==> src/core/dcp_pkg.sv <==
// Constants shared by the channel priority-set register block.
// Functional notes
// - Reading a channel bit returns 1 when that channel runs at high priority.
// - Reading a channel bit returns 0 when that channel runs at default priority.
// - Writing 1 to a set-register bit raises that channel to high priority.
// - Writing 0 to a set-register bit changes nothing; lowering uses the clear register.
// - Bit 9 is the first converter channel, present on one variant only.
// - Bits 8 to 4: converter output, two-wire master rx/tx, slave rx/tx.
// - Bits 3 to 0: serial port rx/tx, second SPI rx/tx.
// - Write-only clear register: writing 1 returns a channel to default priority.
// - Set register resets to zero; bits 31 to 12 are reserved.
package dcp_pkg;

  localparam int unsigned DATA_WIDTH    = 32;
  localparam int unsigned NUM_CHANNELS  = 12;

  // Byte addresses of the two registers
  localparam logic [31:0] PRIORITY_SET_OFFSET   = 32'h40010038;
  localparam logic [31:0] PRIORITY_CLEAR_OFFSET = 32'h4001003C;

  // Reset value of the priority mask
  localparam logic [11:0] PRIORITY_RESET = 12'h000;

  // Channel bit positions
  localparam int unsigned FILTER_RESULT_CHANNEL           = 11;
  localparam int unsigned SECOND_CONVERTER_CHANNEL        = 10;
  localparam int unsigned FIRST_CONVERTER_CHANNEL         = 9;
  localparam int unsigned DAC_CHANNEL                     = 8;
  localparam int unsigned TWOWIRE_MASTER_RECEIVE_CHANNEL  = 7;
  localparam int unsigned TWOWIRE_MASTER_TRANSMIT_CHANNEL = 6;
  localparam int unsigned TWOWIRE_SLAVE_RECEIVE_CHANNEL   = 5;
  localparam int unsigned TWOWIRE_SLAVE_TRANSMIT_CHANNEL  = 4;
  localparam int unsigned SERIAL_PORT_RECEIVE_CHANNEL     = 3;
  localparam int unsigned SERIAL_PORT_TRANSMIT_CHANNEL    = 2;
  localparam int unsigned SECOND_SPI_RECEIVE_CHANNEL      = 1;
  localparam int unsigned SECOND_SPI_TRANSMIT_CHANNEL     = 0;

  // Byte lanes that carry channel bits
  localparam logic [11:0] LANE0_BITS = 12'h0FF;
  localparam logic [11:0] LANE1_BITS = 12'hF00;

  // Bus phase of the register slave
  typedef enum logic [1:0] {
    DCP_ST_IDLE   = 2'b01,
    DCP_ST_ACCESS = 2'b10
  } dcp_phase_type;

endpackage

==> src/core/dcp_prio_bit.sv <==
// One channel's priority mask bit with set and clear requests.
`timescale 1ns/1ps
module dcp_prio_bit #(
  parameter bit PRESENT = 1'b1,
  parameter bit RESET_VALUE = 1'b0
) (
  // Clock and reset
  input  wire logic pclk,
  input  wire logic presetn,
  // Requests
  input  wire logic set_req,
  input  wire logic clr_req,
  // State
  output logic      high_priority
);

  logic next_high_priority;

  always_comb begin
    next_high_priority = high_priority;
    if (!PRESENT) begin
      next_high_priority = 1'b0;
    end else if (set_req) begin
      next_high_priority = 1'b1;
    end else if (clr_req) begin
      next_high_priority = 1'b0;
    end
  end

  always_ff @(posedge pclk or negedge presetn) begin
    if (!presetn) begin
      high_priority <= RESET_VALUE;
    end else begin
      high_priority <= next_high_priority;
    end
  end

endmodule // dcp_prio_bit

==> src/core/dcp_top.sv <==
// APB slave holding the per-channel high-priority mask of the DMA arbiter.
`timescale 1ns/1ps
module dcp_top #(
  parameter bit FIRST_CONVERTER_PRESENT = 1'b1
) (
  // Clock and reset
  input  wire logic        pclk,
  input  wire logic        presetn,
  // APB slave
  input  wire logic        psel,
  input  wire logic        penable,
  input  wire logic        pwrite,
  input  wire logic [31:0] paddr,
  input  wire logic [31:0] pwdata,
  input  wire logic [3:0]  pstrb,
  output logic      [31:0] prdata,
  output logic             pready,
  output logic             pslverr,
  // Priority mask to the arbiter
  output logic      [11:0] high_priority_mask
);

  dcp_pkg::dcp_phase_type phase;
  dcp_pkg::dcp_phase_type next_phase;

  logic        set_hit;
  logic        clr_hit;
  logic        next_set_hit;
  logic        next_clr_hit;
  logic [31:0] next_prdata;
  logic        next_pready;
  logic        next_pslverr;
  logic        setup_cycle;
  logic        commit_write;
  logic [11:0] lane_bits;
  logic [11:0] set_vec;
  logic [11:0] clr_vec;
  logic [11:0] mask_state;
  logic [11:0] read_mask;

  assign setup_cycle = psel && !penable;

  // Write takes effect only at the completing access edge
  assign commit_write = (phase == dcp_pkg::DCP_ST_ACCESS) && psel && penable
                        && pready && pwrite && !pslverr;

  assign lane_bits = (pstrb[0] ? dcp_pkg::LANE0_BITS : 12'h000)
                   | (pstrb[1] ? dcp_pkg::LANE1_BITS : 12'h000);

  // Only ones request a change; zeros leave the channel alone
  assign set_vec = (commit_write && set_hit) ? (pwdata[11:0] & lane_bits)
                                             : 12'h000;
  assign clr_vec = (commit_write && clr_hit) ? (pwdata[11:0] & lane_bits)
                                             : 12'h000;

  // One storage bit per channel; bit 9 exists only on one variant
  for (genvar i = 0; i < dcp_pkg::NUM_CHANNELS; i++) begin : g_chan
    localparam bit CH_PRESENT = (i == dcp_pkg::FIRST_CONVERTER_CHANNEL)
                                ? FIRST_CONVERTER_PRESENT : 1'b1;
    dcp_prio_bit #(
      .PRESENT     (CH_PRESENT),
      .RESET_VALUE (dcp_pkg::PRIORITY_RESET[i])
    ) u_bit (
      .pclk          (pclk),
      .presetn       (presetn),
      .set_req       (set_vec[i]),
      .clr_req       (clr_vec[i]),
      .high_priority (mask_state[i])
    );
  end

  assign high_priority_mask = mask_state;

  // Read view in channel order
  always_comb begin
    read_mask = 12'h000;
    read_mask[dcp_pkg::FILTER_RESULT_CHANNEL] =
      mask_state[dcp_pkg::FILTER_RESULT_CHANNEL];
    read_mask[dcp_pkg::SECOND_CONVERTER_CHANNEL] =
      mask_state[dcp_pkg::SECOND_CONVERTER_CHANNEL];
    read_mask[dcp_pkg::FIRST_CONVERTER_CHANNEL] =
      mask_state[dcp_pkg::FIRST_CONVERTER_CHANNEL];
    read_mask[dcp_pkg::DAC_CHANNEL] =
      mask_state[dcp_pkg::DAC_CHANNEL];
    read_mask[dcp_pkg::TWOWIRE_MASTER_RECEIVE_CHANNEL] =
      mask_state[dcp_pkg::TWOWIRE_MASTER_RECEIVE_CHANNEL];
    read_mask[dcp_pkg::TWOWIRE_MASTER_TRANSMIT_CHANNEL] =
      mask_state[dcp_pkg::TWOWIRE_MASTER_TRANSMIT_CHANNEL];
    read_mask[dcp_pkg::TWOWIRE_SLAVE_RECEIVE_CHANNEL] =
      mask_state[dcp_pkg::TWOWIRE_SLAVE_RECEIVE_CHANNEL];
    read_mask[dcp_pkg::TWOWIRE_SLAVE_TRANSMIT_CHANNEL] =
      mask_state[dcp_pkg::TWOWIRE_SLAVE_TRANSMIT_CHANNEL];
    read_mask[dcp_pkg::SERIAL_PORT_RECEIVE_CHANNEL] =
      mask_state[dcp_pkg::SERIAL_PORT_RECEIVE_CHANNEL];
    read_mask[dcp_pkg::SERIAL_PORT_TRANSMIT_CHANNEL] =
      mask_state[dcp_pkg::SERIAL_PORT_TRANSMIT_CHANNEL];
    read_mask[dcp_pkg::SECOND_SPI_RECEIVE_CHANNEL] =
      mask_state[dcp_pkg::SECOND_SPI_RECEIVE_CHANNEL];
    read_mask[dcp_pkg::SECOND_SPI_TRANSMIT_CHANNEL] =
      mask_state[dcp_pkg::SECOND_SPI_TRANSMIT_CHANNEL];
  end

  // Bus phase and answer, decided in the setup cycle
  always_comb begin
    next_phase   = phase;
    next_set_hit = set_hit;
    next_clr_hit = clr_hit;
    next_prdata  = prdata;
    next_pready  = 1'b0;
    next_pslverr = 1'b0;
    case (phase)
      dcp_pkg::DCP_ST_IDLE: begin
        if (setup_cycle) begin
          next_phase   = dcp_pkg::DCP_ST_ACCESS;
          next_set_hit = (paddr == dcp_pkg::PRIORITY_SET_OFFSET);
          next_clr_hit = (paddr == dcp_pkg::PRIORITY_CLEAR_OFFSET);
          next_pready  = 1'b1;
          next_pslverr = !((paddr == dcp_pkg::PRIORITY_SET_OFFSET)
                        || (paddr == dcp_pkg::PRIORITY_CLEAR_OFFSET));
          // Reserved bits and the write-only clear register read as zero
          if (!pwrite && (paddr == dcp_pkg::PRIORITY_SET_OFFSET)) begin
            next_prdata = {20'h00000, read_mask};
          end else begin
            next_prdata = 32'h00000000;
          end
        end
      end
      dcp_pkg::DCP_ST_ACCESS: begin
        if (psel && penable) begin
          next_phase   = dcp_pkg::DCP_ST_IDLE;
          next_set_hit = 1'b0;
          next_clr_hit = 1'b0;
        end else begin
          next_pready  = pready;
          next_pslverr = pslverr;
        end
      end
      default: begin
        next_phase   = dcp_pkg::DCP_ST_IDLE;
        next_set_hit = 1'b0;
        next_clr_hit = 1'b0;
        next_prdata  = 32'h00000000;
      end
    endcase
  end

  always_ff @(posedge pclk or negedge presetn) begin
    if (!presetn) begin
      phase   <= dcp_pkg::DCP_ST_IDLE;
      set_hit <= 1'b0;
      clr_hit <= 1'b0;
      prdata  <= 32'h00000000;
      pready  <= 1'b0;
      pslverr <= 1'b0;
    end else begin
      phase   <= next_phase;
      set_hit <= next_set_hit;
      clr_hit <= next_clr_hit;
      prdata  <= next_prdata;
      pready  <= next_pready;
      pslverr <= next_pslverr;
    end
  end

endmodule // dcp_top

==> config.mk <==
export PLATFORM = sky130hd
export DESIGN_NAME = dcp_top
export DESIGN_NICKNAME = d
export VERILOG_FILES = /design/src/core/dcp_pkg.sv /design/src/core/dcp_prio_bit.sv /design/src/core/dcp_top.sv
export SDC_FILE = /design/constraint.sdc
export NUM_CORES = 1
export LEC_CHECK = 0
export ABC_AREA = 1
export ABC_CLOCK_PERIOD_IN_PS = 2660
export BUFFER_PORTS_ARGS = -buffer_cell sky130_fd_sc_hd__buf_4
export CAP_MARGIN = 20
export CORE_UTILIZATION = 47
export CTS_CLUSTER_SIZE = 25
export DETAILED_ROUTE_END_ITERATION = 10
export MAX_ROUTING_LAYER = met4
export PLACE_DENSITY_LB_ADDON = 0.05
export REMOVE_ABC_BUFFERS = 1
export SYNTH_ARGS = -nofsm -noshare
export SYNTH_HDL_FRONTEND = slang
export SYNTH_HIERARCHICAL = 1
export SYNTH_SLANG_ARGS = --single-unit
==> constraint.sdc <==
create_clock -name pclk -period 2.66 [get_ports pclk]
set_clock_uncertainty 0.2 [all_clocks]
set_input_delay 0.133 -clock pclk [delete_from_list [all_inputs] [get_ports pclk]]
set_output_delay 0.133 -clock pclk [all_outputs]
set_load 0.03 [all_outputs]
Yosys cells after proc, flatten, opt, wreduce, memory -nomap -nowiden
Index checks and enable logic that the tools add are counted.
Cells by class
  mux-type cells: 43
  equal/unequal tests: 6
  bitwise operators: 3
  reduce and logical (&&, ||, !) cells: 29
Operators with widths (number)
  == test 32 x 31 -> 1 bit (second input constant): 2
  one-hot mux 32 bit (2 select lines): 1
  two-way mux 12 bit: 4
  two-way mux 32 bit: 1
  two-way mux 1 bit: 29
  nonzero test 2 bit: 12
  AND 12 bit: 1
  bitwise OR 8 x 12 -> 12 bit: 1
  logical AND 1 bit: 10
  two-way mux 8 bit: 1
  one-hot mux 1 bit (2 select lines): 4
  zero test 1 bit: 4
  two-way mux 2 bit: 2
  one-hot mux 2 bit (2 select lines): 1
  AND reduction 2 bit: 2
  == test 2 x 1 -> 1 bit (second input constant): 1
  == test 2 bit (second input constant): 1
  inequality test 2 x 1 -> 1 bit (second input constant): 1
  inequality test 2 bit (second input constant): 1
  logical OR 1 bit: 1
  inverter 1 bit: 1
Storage, ports and cells
  register bits after elaboration: 50
  word-level logic and storage cells: 99

Longest topological paths before layout
  depth after elaboration: 10
  mapped depth: 10

Hierarchy
Netlist, hierarchy kept.
By module, submodules not included
  dcp_top: area each 1483.9 um^2, instances 1, cells each 250
  dcp_prio_bit: area each 40.0 um^2, instances 12, cells each 5

Worst setup path after synthesis
No wires, ideal clock.
  kind: register to register
  start: register pready
  end: register g_chan[1].u_bit.high_priority
  required time: 2.342 ns
  clock period less this slack: 1.628 ns
  setup time: 0.118 ns
  slack: 1.032 ns
  stages on the path, launching flop included: 9
  data arrival time: 1.310 ns
  path through: dfrtp_1 -> nand2_2 -> nor4_4 -> nand2_2 -> buf_6 -> nor2_1 -> inv_1 -> nand2_1 -> nand2_1
On the way
  cells in the longest elaborated chain, start to end: 6
  elaborated cells between the ends (all ways): 9
  those cells by class: 3 x mux; 6 x reduce/logical
Ends and longest elaborated chain
  start, declared: RTL line dcp_top.sv:17  | output logic pready,
  start signal, assigned: RTL line dcp_top.sv:160  | pready <= next_pready;
  logical AND 1 bit (3 in series): RTL line dcp_top.sv:45  | && pready && pwrite && !pslverr;
  logical AND 1 bit: RTL line dcp_top.sv:53  | assign clr_vec = (commit_write && clr_hit) ? (pwdata[11:0] & lane_bits)
  two-way mux 12 bit: RTL line dcp_top.sv:53
  named net clr_vec[1]: RTL line dcp_top.sv:37  | logic [11:0] clr_vec;
  nonzero test 2 bit (no line)
  end signal, assigned: RTL line dcp_prio_bit.sv:34  | high_priority <= next_high_priority;
  end, declared: RTL line dcp_prio_bit.sv:14  | output logic high_priority
The timed path passes the listed nets, and every way through them passes these cells.
A chain may end at the register's enable or synchronous reset.

Worst setup path in the final report
  start: register pslverr
  end: register g_chan[4].u_bit.high_priority
On the way
  cells in the longest elaborated chain, start to end: 5
  elaborated cells between the ends (all ways): 8
  those cells by class: 3 x mux; 5 x reduce/logical
Ends and longest elaborated chain
  start, declared: RTL line dcp_top.sv:18  | output logic pslverr,
  start signal, assigned: RTL line dcp_top.sv:161  | pslverr <= next_pslverr;
  zero test 1 bit: RTL line dcp_top.sv:45
  logical AND 1 bit: RTL line dcp_top.sv:45
  logical AND 1 bit: RTL line dcp_top.sv:53
  two-way mux 12 bit: RTL line dcp_top.sv:53
  named net clr_vec[4]: RTL line dcp_top.sv:37
  nonzero test 2 bit (no line)
  end signal, assigned: RTL line dcp_prio_bit.sv:34
  end, declared: RTL line dcp_prio_bit.sv:14
The timed path passes the listed nets, and every way through them passes these cells.

==> flow_summary.json <==
{
  "fin_util_pct": 65.3,
  "cts_tree": "built",
  "p_int_uw": 742,
  "status": "finished, violations left",
  "pwr_density_cell_mw_per_mm2": 388,
  "r2r_start": "pslverr",
  "whs_path_depth": 5,
  "hold_slack_ns": 0.00633,
  "dieWidth_um": 66.7,
  "nNetsFinal": 463,
  "grt_pass1_vias": 1567,
  "muxShareOfSynthArea_pct": 0,
  "fin_crit_sh_pct": 59.2,
  "post_dp_cell_area_mm2": 0.00247,
  "clk_pin_slew_worst_paths_ns": 0.06,
  "post_cts_buffers": 0,
  "synth_xor_area_share_pct": 0,
  "cts_max_path_buffers": 2,
  "synth-adder-area-share_pct": 0,
  "synthCells": 310,
  "max-cap-violations": 0,
  "cts.sinks": 30,
  "final_cell_area_mm2": 0.00261,
  "diodes": 0,
  "final-hold-violation-count": 0,
  "hold_path_startpoint": "pwdata[3]",
  "synth_top_family_by_area": "simple AND/OR/NAND/NOR gates",
  "cp_max_fo": 12,
  "drtIter0Drc": 124,
  "die_h_um": 66.7,
  "drive_gt1_share_pct": 25.1,
  "synth-simple-area-share_pct": 38.5,
  "drc_errors": 2,
  "rsz0062_at_grt": "no",
  "fin_cells": 441,
  "fin_ws_ns": 1.09,
  "synth.distinct_cells": 18,
  "clkPwrFrac_pct": 36.1,
  "wire_per_inst_um": 8.86,
  "p_sw_uw": 273,
  "grtUsageTotal_pct": 20.4,
  "power_leakage_nw": 1.49,
  "synthToLayoutAreaGrowth_pct": 33.0,
  "postSynthAreaPerCell_um2": 6.34,
  "cts-root-buf": "clkbuf_8",
  "portBuffers": 76,
  "fin_setup_tns_ns": 0,
  "wl_um": 3910,
  "grt_pass1_wl_um": 6620,
  "insertion_delay_ns": 0.27,
  "start_util_pct": 49.1,
  "fmax_mhz": 635,
  "ys_seq_area_share_pct": 38.3,
  "min_period_ns": 1.57,
  "min_to": "g_chan[3].u_bit/high_priority",
  "grt-ovfl-total": 0,
  "synth-seq-cells": 30,
  "place_congestion": 0.718,
  "netlist_area_mm2": 0.00196,
  "ant_nets": 0,
  "hpwl_um": 3040,
  "grt_max_degree": 31,
  "cp.arrival_ns": 1.54,
  "peakVddDrop_v": 0.000301,
  "vias_per_cell": 4.15,
  "setup_violations": 0,
  "drv_slew": 0,
  "die_area_mm2": 0.00444,
  "cts_made_buffers": 5,
  "place_inst": 428,
  "r2r_cells": 6,
  "total_power_mw": 1.01,
  "routed-via-count": 1832,
  "pwr-share-comb_pct": 17.9,
  "layout_commonest_cell": "nand2_1",
  "antenna_found_initial": 0,
  "core_mm2": 0.00400,
  "htreeDepth": 2,
  "crit_type": "flip-flop to flip-flop",
  "mostFrequentLayoutCells": "96 x nand2_1, 76 x buf_4, 63 x nor2_1",
  "worst_setup_path_start_kind": "flip-flop",
  "io_pins": 119,
  "min_path_type": "primary input to flip-flop",
  "worstSetupEndpointType": "flip-flop",
  "r2r-end": "g_chan[4].u_bit/high_priority",
  "power_frac_seq_pct": 46.1,
  "r2r_slack_ns": 1.09,
  "synth_compound_area_share_pct": 0.510,
  "dr.pass1.iters": 9,
  "dp_slack_ns": 1.07,
  "ys_warn_count": 6,
  "switching_share_pct": 26.9,
  "violations": "DRC",
  "num_rows": 23,
  "required_ns": 2.62
}
## final cells by class
type | count | area [um^2]
Tap cell | 50 | 62.6
Fill cell | 375 | 1390
Sequential cell | 30 | 752
Multi-Input combinational cell | 207 | 842
Timing Repair Buffer | 81 | 621
Inverter | 65 | 244
Clock inverter | 1 | 5.00
Clock buffer | 7 | 86.3
## state kept, by name (all words and copies together), names as in the netlist
signal / flops
set_hit: 1
clr_hit: 1
pready: 1
prdata: 12
pslverr: 1
phase: 2
g_chan.u_bit/high_priority: 12
## cell families (layout without fill, tap and decap cells)
group                  count (synthesis)  count (layout)
DFF                                   30              30
buffers and inverters                 92             154
AOI/OAI and AO/OA                      2               2
other                                  1              20
and+or+nand+nor                      185             185
## per-layer routing
| layer | GRT usage, % | wire length (um) | vias up |
|---|---|---|---|
| met5 | - | 0 | - |
| met4 | 3.99 | 0 | 0 |
| met3 | 5.99 | 225 | 0 |
| met2 | 31.8 | 1820 | 61 |
| met1 | 26.3 | 1860 | 768 |
| li1 | - | - | 1003 |
## power groups by stage
stage	combinational, mW	clock, mW	sequential (mW)
2_1_floorplan	0.0858	0	0.479
3_3_place_gp	0.174	0	0.475
3_5_place_dp	0.177	0	0.475
4_1_cts	0.183	0.378	0.467
5_1_grt	0.203	0.397	0.467
6_report	0.181	0.366	0.467
## synthesized netlist by cell type
cell type	count	area share (%)
nand2_1	96	18
nor2_1	63	12
inv_1	59	11
dfrtp_1	29	37
buf_4	21	8.0
nand3_1	18	4.6
inv_2	6	1.1
nand2_2	4	1.3
buf_2	2	0.51
buf_6	2	1.1
nor2_2	2	0.64
o21ai_1	2	0.51
buf_1	1	0.19
clkbuf_1	1	0.19
conb_1	1	0.19
dfstp_2	1	1.3
nor2_4	1	0.57
nor4_4	1	1.1
## timing repair
item / 4_1_cts / 5_1_grt
resized for setup: 0 / 0
hold buffers: 5 / 0
hold endpoints to repair: 34 / 0
## critical path, cell delays in order, from the launching register on
cell     delay, ns
dfrtp_1       0.42
nor4_4        0.34
nand2_2       0.22
nor2_1        0.14
inv_1         0.05
nand2_1       0.05
nand2_1       0.04
## worst max path at each step
stage             start                            end  slack (ns)  cells after the start
2_1_floorplan    pready  g_chan[0].u_bit/high_priority        1.07                      7
3_3_place_gp    pslverr  g_chan[6].u_bit/high_priority        1.09                      6
3_5_place_dp    pslverr  g_chan[4].u_bit/high_priority        1.07                      6
4_1_cts         pslverr  g_chan[1].u_bit/high_priority        1.05                      6
5_1_grt        phase[0]  g_chan[5].u_bit/high_priority        0.91                      8
6_report        pslverr  g_chan[4].u_bit/high_priority        1.09                      6
No activity file was read; power rests on OpenSTA's default activity.
